==> src/shared/irq_pending_consts.svh <==
// constants for the interrupt pending-set, pending-clear and active-status registers
// Notes on behaviour
// - writing one to a pending-set bit makes that source pending; zeros do nothing
// - writing one to a pending-clear bit removes pending state; zeros do nothing
// - bits 16..0: debug, pins D..A, converter, MAC rx/tx/timer, security, serial, sleep timer, baseband, management, timers
// - read-only active-status register shows each active source on the same bit
// - pending-clear register decodes at its fixed address and resets to zero
// - active-status register decodes at its fixed address and reads zero after reset
`ifndef IRQ_PENDING_CONSTS_SVH
`define IRQ_PENDING_CONSTS_SVH

`define IRQ_PEND_SET_ADDR    32'hE000E200
`define IRQ_PEND_CLR_ADDR    32'hE000E280
`define IRQ_ACTIVE_ADDR      32'hE000E300
`define IRQ_SRC_COUNT        17
`define IRQ_PEND_RESET       17'h00000
`define IRQ_ACTIVE_RESET     17'h00000
`define IRQ_EXT_PIN_LSB      12
`define IRQ_EXT_PIN_COUNT    4
`define IRQ_EXT_PIN_RESET    4'h0
`define IRQ_UNUSED_LSB       17
`define IRQ_UNUSED_RESET     15'h0000

`endif

==> src/shared/irq_pending_pkg.sv <==
// types for the interrupt pending and active register block
package irq_pending_pkg;

  // field order is the register bit order, bit 16 first
  typedef struct packed {
    logic debug_irq;
    logic ext_pin_d_irq;
    logic ext_pin_c_irq;
    logic ext_pin_b_irq;
    logic ext_pin_a_irq;
    logic converter_irq;
    logic mac_receive_irq;
    logic mac_transmit_irq;
    logic mac_timer_irq;
    logic security_irq;
    logic serial2_irq;
    logic serial1_irq;
    logic sleep_timer_irq;
    logic baseband_irq;
    logic management_irq;
    logic timer_two_irq;
    logic timer_one_irq;
  } irq_src_type;

  typedef struct packed {
    logic        cyc;
    logic        stb;
    logic        we;
    logic [3:0]  sel;
    logic [31:0] adr;
    logic [31:0] dat;
  } wb_req_type;

  typedef struct packed {
    logic        ack;
    logic [31:0] rdat;
    irq_src_type pend;
    irq_src_type act;
    logic [3:0]  pin_meta;
    logic [3:0]  pin_sync;
    irq_src_type src_prev;
  } state_type;

endpackage

==> src/core/irq_pending_active_regs.sv <==
// interrupt pending-set, pending-clear and active-status registers on a wishbone slave
//
// The Wishbone interface to the registers was left to the implementer.
`include "irq_pending_consts.svh"

module irq_pending_active_regs
(
  input  wire logic                        clk_i,
  input  wire logic                        rst_i,
  input  wire irq_pending_pkg::wb_req_type wb_req_i,
  output logic                             wb_ack_o,
  output logic [31:0]                      wb_dat_o,
  input  wire irq_pending_pkg::irq_src_type src_i,
  input  wire irq_pending_pkg::irq_src_type taken_i,
  input  wire irq_pending_pkg::irq_src_type active_i,
  output irq_pending_pkg::irq_src_type     pending_o,
  output irq_pending_pkg::irq_src_type     active_o
);

  irq_pending_pkg::state_type s_q;
  irq_pending_pkg::state_type s_d;

  localparam irq_pending_pkg::state_type STATE_RESET = '{
    ack:      1'b0,
    rdat:     32'h00000000,
    pend:     `IRQ_PEND_RESET,
    act:      `IRQ_ACTIVE_RESET,
    pin_meta: `IRQ_EXT_PIN_RESET,
    pin_sync: `IRQ_EXT_PIN_RESET,
    src_prev: `IRQ_PEND_RESET
  };

  // full-word match of a byte address against a register address
  function automatic logic reg_hit(input logic [31:0] adr, input logic [31:0] base);
    reg_hit = (adr[31:2] == base[31:2]);
  endfunction

  // expand byte selects into a mask over the implemented low bits
  function automatic logic [16:0] lane_mask(input logic [3:0] sel);
    logic [31:0] m;
    m = {{8{sel[3]}}, {8{sel[2]}}, {8{sel[1]}}, {8{sel[0]}}};
    lane_mask = m[16:0];
  endfunction

  logic        req;
  logic        wr_now;
  logic [16:0] wmask;
  logic [16:0] set_bits;
  logic [16:0] clr_bits;
  logic [16:0] src_now;
  logic [16:0] src_rise;

  always_comb
  begin
    req = wb_req_i.cyc & wb_req_i.stb;
    // a write lands on the edge where the master sees ack
    wr_now = req & wb_req_i.we & s_q.ack;
    wmask = wb_req_i.dat[16:0] & lane_mask(wb_req_i.sel);

    set_bits = 17'h00000;
    clr_bits = 17'h00000;
    if (wr_now && reg_hit(wb_req_i.adr, `IRQ_PEND_SET_ADDR))
    begin
      set_bits = wmask;
    end
    if (wr_now && reg_hit(wb_req_i.adr, `IRQ_PEND_CLR_ADDR))
    begin
      clr_bits = wmask;
    end

    // external pins pass the synchroniser, all other sources are on this clock
    src_now = 17'(src_i);
    src_now[`IRQ_EXT_PIN_LSB +: `IRQ_EXT_PIN_COUNT] = s_q.pin_sync;
    src_rise = src_now & ~17'(s_q.src_prev);

    s_d = s_q;
    s_d.pin_meta = src_i[`IRQ_EXT_PIN_LSB +: `IRQ_EXT_PIN_COUNT];
    s_d.pin_sync = s_q.pin_meta;
    s_d.src_prev = irq_pending_pkg::irq_src_type'(src_now);
    s_d.act = active_i;

    // clear by software or by the core taking the interrupt; a new set wins
    s_d.pend = irq_pending_pkg::irq_src_type'(
      (17'(s_q.pend) & ~(clr_bits | 17'(taken_i))) | set_bits | src_rise);

    s_d.ack = req & ~s_q.ack;
    s_d.rdat = 32'h00000000;
    if (req && !s_q.ack && !wb_req_i.we)
    begin
      if (reg_hit(wb_req_i.adr, `IRQ_PEND_SET_ADDR) ||
          reg_hit(wb_req_i.adr, `IRQ_PEND_CLR_ADDR))
      begin
        s_d.rdat = {`IRQ_UNUSED_RESET, 17'(s_q.pend)};
      end
      else if (reg_hit(wb_req_i.adr, `IRQ_ACTIVE_ADDR))
      begin
        s_d.rdat = {`IRQ_UNUSED_RESET, 17'(s_q.act)};
      end
    end
  end

  always_ff @(posedge clk_i)
  begin
    if (rst_i)
    begin
      s_q <= STATE_RESET;
    end
    else
    begin
      s_q <= s_d;
    end
  end

  assign wb_ack_o  = s_q.ack;
  assign wb_dat_o  = s_q.rdat;
  assign pending_o = s_q.pend;
  assign active_o  = s_q.act;

endmodule

==> config.mk <==
export PLATFORM = sky130hd
export DESIGN_NAME = irq_pending_active_regs
export DESIGN_NICKNAME = d
export VERILOG_FILES = /design/src/shared/irq_pending_pkg.sv /design/src/core/irq_pending_active_regs.sv
export VERILOG_INCLUDE_DIRS = /design/src /design/src/shared
export SDC_FILE = /design/constraint.sdc
export NUM_CORES = 1
export LEC_CHECK = 0
export ABC_AREA = 1
export BUFFER_PORTS_ARGS = -buffer_cell sky130_fd_sc_hd__buf_4
export CAP_MARGIN = 40
export CORE_UTILIZATION = 50
export DETAILED_ROUTE_END_ITERATION = 10
export HOLD_SLACK_MARGIN = 0.06
export PLACE_DENSITY = 0.85
export SLEW_MARGIN = 20
export SYNTH_ARGS = -nofsm -noshare
export SYNTH_HDL_FRONTEND = slang
export SYNTH_SLANG_ARGS = --single-unit
export TNS_END_PERCENT = 30
==> constraint.sdc <==
create_clock -name clk_i -period 2.8 [get_ports clk_i]
set_input_delay 0.14 -clock clk_i [delete_from_list [all_inputs] [get_ports clk_i]]
set_output_delay 0.14 -clock clk_i [all_outputs]
set_load 0.01 [all_outputs]
==> implementation parameters, run 1 <==
Parameter                              Value

Status
  Outcome    completed

Final layout
  Layout cell share with drive strength beyond 1    0.308
  Fin nets    840
  Area added between synthesis and finish    38.1%
  Number of inserted diodes    0
  Count of placed standard cells in the final layout, fillers left out    823

Timing
  Worst setup skew after layout    0.00826 ns
  Minimum period implied by the final worst setup slack    1.52 ns
  Transition at the pin with the smallest max-transition slack    0.754 ns
  Final max-slew violation count    0
  Count of endpoints failing setup in the final report    0
  Maximum clock frequency    0.656 GHz
  Setup repair after global routing missed its margin    no
  Total negative slack for setup checks    0 ns
  Post-route clock period utilization    0.544
  Relative slew margins    0.494
  Final hold viol count    0

Synthesis
  Number of flops mapped to enable cells by yosys    0
  Leading register cell type out of synthesis    sky130_fd_sc_hd__dfxtp_1
  Combined area of all synthesized cells    3990 µm²
  Share of synthesized flip-flops with an asynchronous set or reset    0
  Post-synthesis cell type count    28
  Share of the yosys chip area belonging to registers    0.386
  Average cell area after synthesis    7.02 µm²
  Total of flip-flops plus latches after synthesis    77
  Yosys warning total    0
  Post-synthesis cell count    568

Pwr
  Portion of total power attributed to combinational logic    0.143
  Internal    2.05 mW
  Power per Cell Area    482 nW/µm²
  Leak Pwr    2.85 nW
  Total net switching power    0.607 mW
  Power consumption    2.65 mW
  VDD IR max    0.266 mV
  Fraction of power spent switching nets    0.229
  Sequential power share    0.439
  Clock group share of total power    0.418

Floorplanning
  Floorplan Core Area    7730 µm²
  Num rows    32
  Initial standard-cell utilization of the core    0.516
  Height of the chip    91.3 µm
  Die footprint    8340 µm²
  Overall die width    91.3 µm
  Boundary pin count    191

Critical path
  Data required time at the worst endpoint    3.08 ns
  Reg2Reg Setup Slack    1.28 ns
  Endpoint of the worst setup timing path    wb_dat_o[14]
  Critical path endpoint category    register
  Critical Path Source    wb_ack_o
  Critical path class    register to register
  CP Data Arrival Time    1.80 ns
  Startpoint type of the worst setup path    register
  Critical R2R Capture    wb_dat_o[14]
  Critical R2R Launch    wb_ack_o
  Largest driver fanout on the critical path    17
  Cell depth of the worst flop-to-flop path    3

CTS
  TritonCTS clock tree    done
  Maximum clock insertion buffer count    2
  Post-cts resize count    0
  Clock input transition at the sequential cells of the worst setup and hold paths    0.08 ns
  Clock Sink Count    77
  Post-CTS repair timing setup buffer count    0
  Clock latency on the worst-skew pair    0.34 ns
  Total number of H-tree levels    3
  Root buf cell    sky130_fd_sc_hd__clkbuf_8
  TritonCTS buffer count    9

Detailed routing
  Drt initial violations    128
  Via density    4.43
  Wirelength per Cell    11.8 µm
  Routed Wire Length    9700 µm
  First-pass DRT Iterations    6
  # DRC    0
  Vias after detailed routing    3644
  Final ANT Viol Nets    0

Global route
  Maximum number of pins on one net before global-route repair    62
  Remaining global-route overflow    0
  Number of global-route vias before repair    3485
  Global-route wire length before repair    15700 µm
  GRT Overall Usage    0.240
  Number of antenna violations at the first check in global routing    0

Min path
  Worst min-delay path category    input pin to register

Placed design
  Cell count after placement    758
  Count of buffers from port buffering    157
  Gp weighted congestion    0.828
  HPWL after detailed placement    6340 µm

Flow run
  Total of max-cap violations    0
[final cells by class]
cell class	count	area (µm²)
multi-input combinational	304	1450
timing repair buffer	207	1680
fill	575	2220
inverter	117	444
tap	102	128
clock inverter	7	145
sequential	77	1540
clock buffer	9	124
[cells in the mapped netlist, types with 2 or more instances]
master                       n  area share
sky130_fd_sc_hd__nor2_1    128        0.12
sky130_fd_sc_hd__inv_1     116        0.11
sky130_fd_sc_hd__dfxtp_1    77        0.39
sky130_fd_sc_hd__buf_4      68        0.13
sky130_fd_sc_hd__nand2_1    65       0.061
sky130_fd_sc_hd__nand3_1    25       0.031
sky130_fd_sc_hd__or2_2      17       0.027
sky130_fd_sc_hd__a21oi_2    10       0.022
sky130_fd_sc_hd__nand3_2    10       0.025
sky130_fd_sc_hd__o21ai_1    10       0.013
sky130_fd_sc_hd__clkbuf_1    8      0.0075
sky130_fd_sc_hd__a21oi_1     7      0.0088
sky130_fd_sc_hd__o21ai_0     7      0.0088
sky130_fd_sc_hd__buf_1       3      0.0028
sky130_fd_sc_hd__buf_2       2      0.0025
sky130_fd_sc_hd__nor2_4      2      0.0056
sky130_fd_sc_hd__nor2_8      2       0.010
[kinds of logic (layout without fill, tap and decap cells)]
| logic type | count (synthesis) | in the layout | synth area share |
|---|---|---|---|
| and+or+nand+nor | 255 | 255 | 0.297 |
| buffers and inverters | 201 | 340 | 0.264 |
| DFF | 77 | 77 | 0.386 |
| AOI/OAI and AO/OA | 34 | 34 | 0.0521 |
| other | 1 | 15 | 0.000940 |
[metrics by stage]
| step | util | hold slack (ns) | setup slack, ns | instance area, µm² |
|---|---|---|---|---|
| global placement | 0.615 | 0.340 | 1.13 | 4750 |
| CTS | 0.713 | 0.0612 | 1.30 | 5510 |
| global route | 0.713 | 0.0895 | 1.11 | 5510 |
| finish | 0.713 | 0.0827 | 1.28 | 5510 |
| detailed placement | 0.615 | 0.346 | 1.03 | 4750 |
| floorplan | - | 0.247 | 1.41 | 4040 |
[placed cells by master, fill, tap and decap left out]
| cell | n |
|---|---|
| sky130_fd_sc_hd__nor4_4 | 1 |
| sky130_fd_sc_hd__nor2_4 | 2 |
| sky130_fd_sc_hd__o21ai_1 | 10 |
| sky130_fd_sc_hd__clkinvlp_4 | 1 |
| sky130_fd_sc_hd__or2_4 | 1 |
| sky130_fd_sc_hd__nand2_1 | 65 |
| sky130_fd_sc_hd__dfxtp_1 | 77 |
| sky130_fd_sc_hd__nor2_2 | 2 |
| sky130_fd_sc_hd__nor2_1 | 127 |
| sky130_fd_sc_hd__clkinv_4 | 1 |
| sky130_fd_sc_hd__nor3_1 | 1 |
| sky130_fd_sc_hd__o21ai_0 | 7 |
| sky130_fd_sc_hd__nand2_4 | 1 |
| sky130_fd_sc_hd__nand3_1 | 25 |
| sky130_fd_sc_hd__nand3_2 | 10 |
| sky130_fd_sc_hd__clkbuf_8 | 9 |
| sky130_fd_sc_hd__buf_4 | 158 |
| sky130_fd_sc_hd__nor2_8 | 2 |
| sky130_fd_sc_hd__or2_2 | 17 |
| sky130_fd_sc_hd__a21oi_1 | 7 |
| sky130_fd_sc_hd__conb_1 | 15 |
| sky130_fd_sc_hd__bufinv_16 | 4 |
| sky130_fd_sc_hd__nand4_2 | 1 |
| sky130_fd_sc_hd__a21oi_2 | 10 |
| sky130_fd_sc_hd__inv_1 | 116 |
| sky130_fd_sc_hd__dlygate4sd3_1 | 49 |
| sky130_fd_sc_hd__inv_6 | 2 |
[power groups by stage]
stage	registers (mW)	clock network (mW)	logic (mW)
2_1_floorplan	1.18	0	0.195
3_3_place_gp	1.19	0	0.309
3_5_place_dp	1.19	0	0.316
4_1_cts	1.17	1.13	0.373
5_1_grt	1.17	1.18	0.417
6_report	1.17	1.11	0.380
[worst min-delay path by stage]
stage,slack [ns],endpoint,depth (start not counted),start
floorplan,0.25,active_o[0],2,active_i[0]
global placement,0.34,s_d[20],3,src_i[15]
detailed placement,0.35,s_d[19],3,src_i[14]
CTS,0.06,pending_o[10],4,taken_i[10]
global route,0.09,pending_o[10],4,taken_i[10]
finish,0.08,pending_o[10],4,taken_i[10]
[critical path, stage by stage, from the launching register on]
cell	delay, ns
sky130_fd_sc_hd__dfxtp_1	0.37
sky130_fd_sc_hd__nor4_4	0.72
sky130_fd_sc_hd__o21ai_0	0.23
sky130_fd_sc_hd__nor2_1	0.15
[registers in the layout, indices dropped and copies added (netlist names)]
name,count
wb_ack_o,1
s_q,17
wb_dat_o,17
active_o,17
pending_o,17
s_d,8
[metal layers]
layer | track usage | part of all wire | wire length (µm)
met5 | 0 | 0 | 0
met4 | 0.168 | 0.049 | 480
met3 | 0.0570 | 0.062 | 602
met2 | 0.410 | 0.49 | 4740
met1 | 0.261 | 0.40 | 3870
[timing repair]
item | in CTS | in global routing
hold buffers | 49 | 0
endpoints found under the hold margin | 49 | 0
setup endpoints to repair | 0 | 0
Power figures use the tool's default switching activity.
==> run 2, diff against run 1 <==
CORE_UTILIZATION = 42   (was 50)
PLACE_DENSITY = 0.77   (was 0.85)
clock period = 1.4 ns   (was 2.8 ns; I/O delays follow)
==> implementation parameters, run 2 (synthesis results as in run 1) <==
Parameter                              Value

Status
  Outcome    completed

Timing
  Count of endpoints failing setup in the final report    0
  Maximum clock frequency    0.796 GHz
  Final hold viol count    0
  Setup repair after global routing missed its margin    no
  Total negative slack for setup checks    0 ns
  Minimum period implied by the final worst setup slack    1.26 ns
  Worst setup skew after layout    0.0109 ns
  Post-route clock period utilization    0.898
  Worst Setup Slack, final    0.143 ns
  Final max-slew violation count    0

Placed design
  Cell count after placement    795
  HPWL after detailed placement    6890 µm
  Post-Place Cell Area    4920 µm²
  Count of buffers from port buffering    157
  Gp weighted congestion    0.796
  Placement Setup Slack    -0.00670 ns

Critical path
  Largest driver fanout on the critical path    34
  Reg2Reg Setup Slack    0.14 ns
  Crit-path max cell delay    0.39 ns
  CP Data Arrival Time    1.53 ns
  Critical Path Source    wb_ack_o
  Startpoint type of the worst setup path    register
  Endpoint of the worst setup timing path    pending_o[2]
  Number of buffer and inverter stages on the critical path    2
  Critical path's top delay family    simple AND/OR/NAND/NOR gates
  Cell depth of the worst flop-to-flop path    7
  Cell Chain, Critical Path    nand2_1 > nor2_2 > buf_12 > nand3_1 > nand2_1 > inv_1 > a21oi_1
  Critical Path Stages    7
  Data required time at the worst endpoint    1.67 ns
  Most repeated library cell on the critical path    sky130_fd_sc_hd__nand2_1
  Critical R2R Capture    pending_o[2]
  Critical path endpoint category    register
  Critical R2R Launch    wb_ack_o
  Critical path class    register to register
  Max stage delay cell, worst path    sky130_fd_sc_hd__dfxtp_2

Pwr
  Portion of total power attributed to combinational logic    0.168
  Sequential power share    0.514
  Total net switching power    1.19 mW
  Internal    3.36 mW
  Power consumption    4.54 mW
  Power per Cell Area    811 nW/µm²
  Leak Pwr    2.88 nW
  VDD IR max    0.362 mV
  Clock group share of total power    0.319
  Fraction of power spent switching nets    0.261

Final layout
  Count of placed standard cells in the final layout, fillers left out    861
  Fin nets    852
  Fillers    824
  Most frequent cells in the layout    sky130_fd_sc_hd__buf_4, sky130_fd_sc_hd__nor2_1, sky130_fd_sc_hd__inv_1
  Layout cell share with drive strength beyond 1    0.317
  Area added between synthesis and finish    40.3%
  Number of inserted diodes    0
  Post-route cell area    5600 µm²
  Most common cell after layout, fill and taps aside    sky130_fd_sc_hd__buf_4

Detailed routing
  # DRC    0
  Drt initial violations    70
  Routed Wire Length    9630 µm
  Final ANT Viol Nets    0
  Via density    4.17
  First-pass DRT Iterations    4
  Wirelength per Cell    11.2 µm
  Vias after detailed routing    3588

Floorplanning
  Die footprint    9890 µm²
  Num rows    35
  Floorplan Core Area    9240 µm²
  Boundary pin count    191
  Initial standard-cell utilization of the core    0.432
  Overall die width    99.5 µm
  Height of the chip    99.5 µm

CTS
  TritonCTS clock tree    done
  Post-CTS repair timing setup buffer count    0
  TritonCTS buffer count    9
  Root buf cell    sky130_fd_sc_hd__clkbuf_8
  Maximum clock insertion buffer count    2
  Total number of H-tree levels    3
  Clock input transition at the sequential cells of the worst setup and hold paths    0.09 ns
  Clock latency on the worst-skew pair    0.34 ns
  Clock Sink Count    77

Flow run
  Total of max-cap violations    0

Global route
  Remaining global-route overflow    0
  GRT Overall Usage    0.195
  Maximum number of pins on one net before global-route repair    35
  Number of antenna violations at the first check in global routing    0
  Global-route wire length before repair    15500 µm
  Number of global-route vias before repair    3465

Min path
  Worst min-delay path category    input pin to register
run 2: cell types whose count changed in the layout (fill, tap and decap cells not counted), sizes merged:
cell / change
buf: +10
bufinv: -4
clkinv: +3
clkinvlp: +2
dlygate4sd3: +2
inv: -2
run 2: area by class of cell:
cell class | count | area (µm²) | share of cell area
inverter | 117 | 444 | 0.0793
tap | 129 | 161 | 0.0288
sequential | 77 | 1540 | 0.276
clock inverter | 6 | 41.3 | 0.00738
clock buffer | 9 | 124 | 0.0221
multi-input combinational | 304 | 1450 | 0.259
timing repair buffer | 219 | 1830 | 0.328
run 2: per-stage QoR:
stage / utilization / hold slack, ns
after floorplan: - / 0.177
after global placement: 0.533 / 0.270
after detailed placement: 0.533 / 0.278
after CTS: 0.606 / 0.127
after global routing: 0.606 / 0.147
final: 0.606 / 0.136
run 2: metal layers:
layer | GRT usage | part of all wire | vias up
li1 | - | - | 1891
met1 | 0.232 | 0.44 | 1578
met2 | 0.351 | 0.51 | 96
met3 | 0.0295 | 0.032 | 23
met4 | 0.0803 | 0.026 | 0
met5 | 0 | 0 | -
run 2: repair_timing:
| item | in CTS | in global routing |
|---|---|---|
| setup endpoints to repair | 0 | 3 |
| hold endpoints to repair | 51 | 0 |
| resized for setup | 0 | 1 |
| hold buffers | 51 | 0 |
run 2: worst min path at each step:
stage,cells past startpoint,end,slack (ns),startpoint
after floorplan,2,active_o[0],0.18,active_i[0]
after global placement,3,active_o[2],0.27,active_i[2]
after detailed placement,3,s_d[20],0.28,src_i[15]
after CTS,6,pending_o[4],0.13,wb_req_i[4]
after global routing,3,wb_ack_o,0.15,wb_req_i[69]
final,3,wb_ack_o,0.14,wb_req_i[69]
run 2: power groups by stage:
stage          clock network [mW]  logic, mW  registers, mW
3_5_place_dp                    0      0.643           2.38
2_1_floorplan                   0      0.390           2.36
5_1_grt                      1.57      0.841           2.34
4_1_cts                      1.48      0.761           2.33
6_report                     1.45      0.762           2.33
3_3_place_gp                    0      0.630           2.38
run 2: tightest hold or removal path, stage by stage:
cell	delay (ns)
sky130_fd_sc_hd__buf_4	0.11
sky130_fd_sc_hd__nand2_1	0.17
sky130_fd_sc_hd__nor3_1	0.08
==> run 3, diff against run 2 <==
RECOVER_POWER = 25   (was unset)
==> implementation parameters, run 3 (synthesis results as in run 1) <==
Parameter                              Value

Timing
  Worst setup skew after layout    0.0108 ns
  Minimum hold slack    0.136 ns
  Worst Setup Slack, final    0.143 ns
  Post-route clock period utilization    0.898
  Setup repair after global routing missed its margin    no
  Count of endpoints failing setup in the final report    0
  Minimum period implied by the final worst setup slack    1.26 ns
  Final max-slew violation count    0
  Final hold viol count    0
  Maximum clock frequency    0.796 GHz

Pwr
  Power consumption    4.54 mW
  VDD IR max    0.362 mV
  Leak Pwr    2.87 nW
  Power per Cell Area    811 nW/µm²

Detailed routing
  Vias after detailed routing    3589
  # DRC    0
  Final ANT Viol Nets    0
  Via density    4.17
  First-pass DRT Iterations    4
  Drt initial violations    61
  Routed Wire Length    9610 µm
  Wirelength per Cell    11.2 µm

Critical path
  Startpoint type of the worst setup path    register
  Number of buffer and inverter stages on the critical path    2
  Max stage delay cell, worst path    sky130_fd_sc_hd__dfxtp_2
  Critical path endpoint category    register
  Critical path's top delay family    simple AND/OR/NAND/NOR gates
  Cell Chain, Critical Path    nand2_1 > nor2_2 > buf_12 > nand3_1 > nand2_1 > inv_1 > a21oi_1
  Data required time at the worst endpoint    1.67 ns
  Crit-path max cell delay    0.39 ns
  CP Data Arrival Time    1.53 ns
  Largest driver fanout on the critical path    34
  Most repeated library cell on the critical path    sky130_fd_sc_hd__nand2_1
  Critical path class    register to register

Floorplanning
  Die footprint    9890 µm²
  Initial standard-cell utilization of the core    0.432
  Boundary pin count    191
  Overall die width    99.5 µm
  Height of the chip    99.5 µm
  Num rows    35
  Floorplan Core Area    9240 µm²

Placed design
  Count of buffers from port buffering    157
  Placement Setup Slack    -0.00670 ns
  HPWL after detailed placement    6890 µm
  Gp weighted congestion    0.796

Final layout
  Most common cell after layout, fill and taps aside    sky130_fd_sc_hd__buf_4
  Total area of multi-input combinational cells    1450 µm²
  Fin nets    852
  Reg area    1540 µm²
  Most frequent cells in the layout    sky130_fd_sc_hd__buf_4, sky130_fd_sc_hd__nor2_1, sky130_fd_sc_hd__inv_1
  Area added between synthesis and finish    40.3%
  Core utilization of the finished layout    0.606
  Layout cell share with drive strength beyond 1    0.317
  Fillers    824
  Number of inserted diodes    0

Min path
  Worst min-delay path category    input pin to register

CTS
  Maximum clock insertion buffer count    2
  Clock latency on the worst-skew pair    0.34 ns
  Clock Sink Count    77
  Clock input transition at the sequential cells of the worst setup and hold paths    0.09 ns
  Total number of H-tree levels    3
  TritonCTS clock tree    done
  Root buf cell    sky130_fd_sc_hd__clkbuf_8
  TritonCTS buffer count    9

Global route
  Remaining global-route overflow    0
  Global-route wire length before repair    15500 µm
  Number of antenna violations at the first check in global routing    0
  Maximum number of pins on one net before global-route repair    35
  GRT Overall Usage    0.195
  Number of global-route vias before repair    3465

Status
  Outcome    completed

Flow run
  Total of max-cap violations    0
## run 3: cell type report
type | count | share of cell area
clock buffer | 9 | 0.0221
clock inverter | 6 | 0.00738
inverter | 117 | 0.0793
multi-input combinational | 304 | 0.259
sequential | 77 | 0.276
tap | 129 | 0.0288
timing repair buffer | 219 | 0.328
## run 3: metal layers
metal	up-vias	wire length (µm)	GRT usage
met5	-	0	0
met4	0	248	0.0803
met3	23	312	0.0295
met2	96	4860	0.351
li1	1891	-	-
met1	1579	4180	0.232
## run 3: timing repair
| item | CTS | global route |
|---|---|---|
| hold buffers | 51 | 0 |
| endpoints found under the setup margin | 0 | 3 |
| gates resized for setup | 0 | 1 |
| endpoints found under the hold margin | 51 | 0 |
| setup buffers | 0 | 0 |
## run 3: final timing paths
kind	slack [ns]	cells after the start	to	from
worst max-delay path	0.14	7	pending_o[2]	wb_ack_o
worst max register to register	0.14	7	pending_o[2]	wb_ack_o
worst min register to register	0.40	2	s_d[12]	s_d[17]
worst min-delay path	0.14	3	wb_ack_o	wb_req_i[69]
## run 3: power breakdown
| group | internal, mW | switching (mW) | total [mW] |
|---|---|---|---|
| clock | 0.630 | 0.817 | 1.45 |
| combinational | 0.444 | 0.314 | 0.758 |
| sequential | 2.28 | 0.0535 | 2.33 |
## run 3: metrics by stage
stage	area, µm²	TNS [ns]	cells
CTS	5600	0	861
detailed placement	4920	-0.00670	795
floorplan	4040	0	582
finish	5600	0	861
global route	5600	0	861
global placement	4920	0	795
## run 3: worst register-to-register path: stages (launching register included)
cell and delay, ns:
sky130_fd_sc_hd__dfxtp_2 0.39, sky130_fd_sc_hd__nand2_1 0.08, sky130_fd_sc_hd__nor2_2 0.15, sky130_fd_sc_hd__buf_12 0.22, sky130_fd_sc_hd__nand3_1 0.12, sky130_fd_sc_hd__nand2_1 0.07
sky130_fd_sc_hd__inv_1 0.04, sky130_fd_sc_hd__a21oi_1 0.12
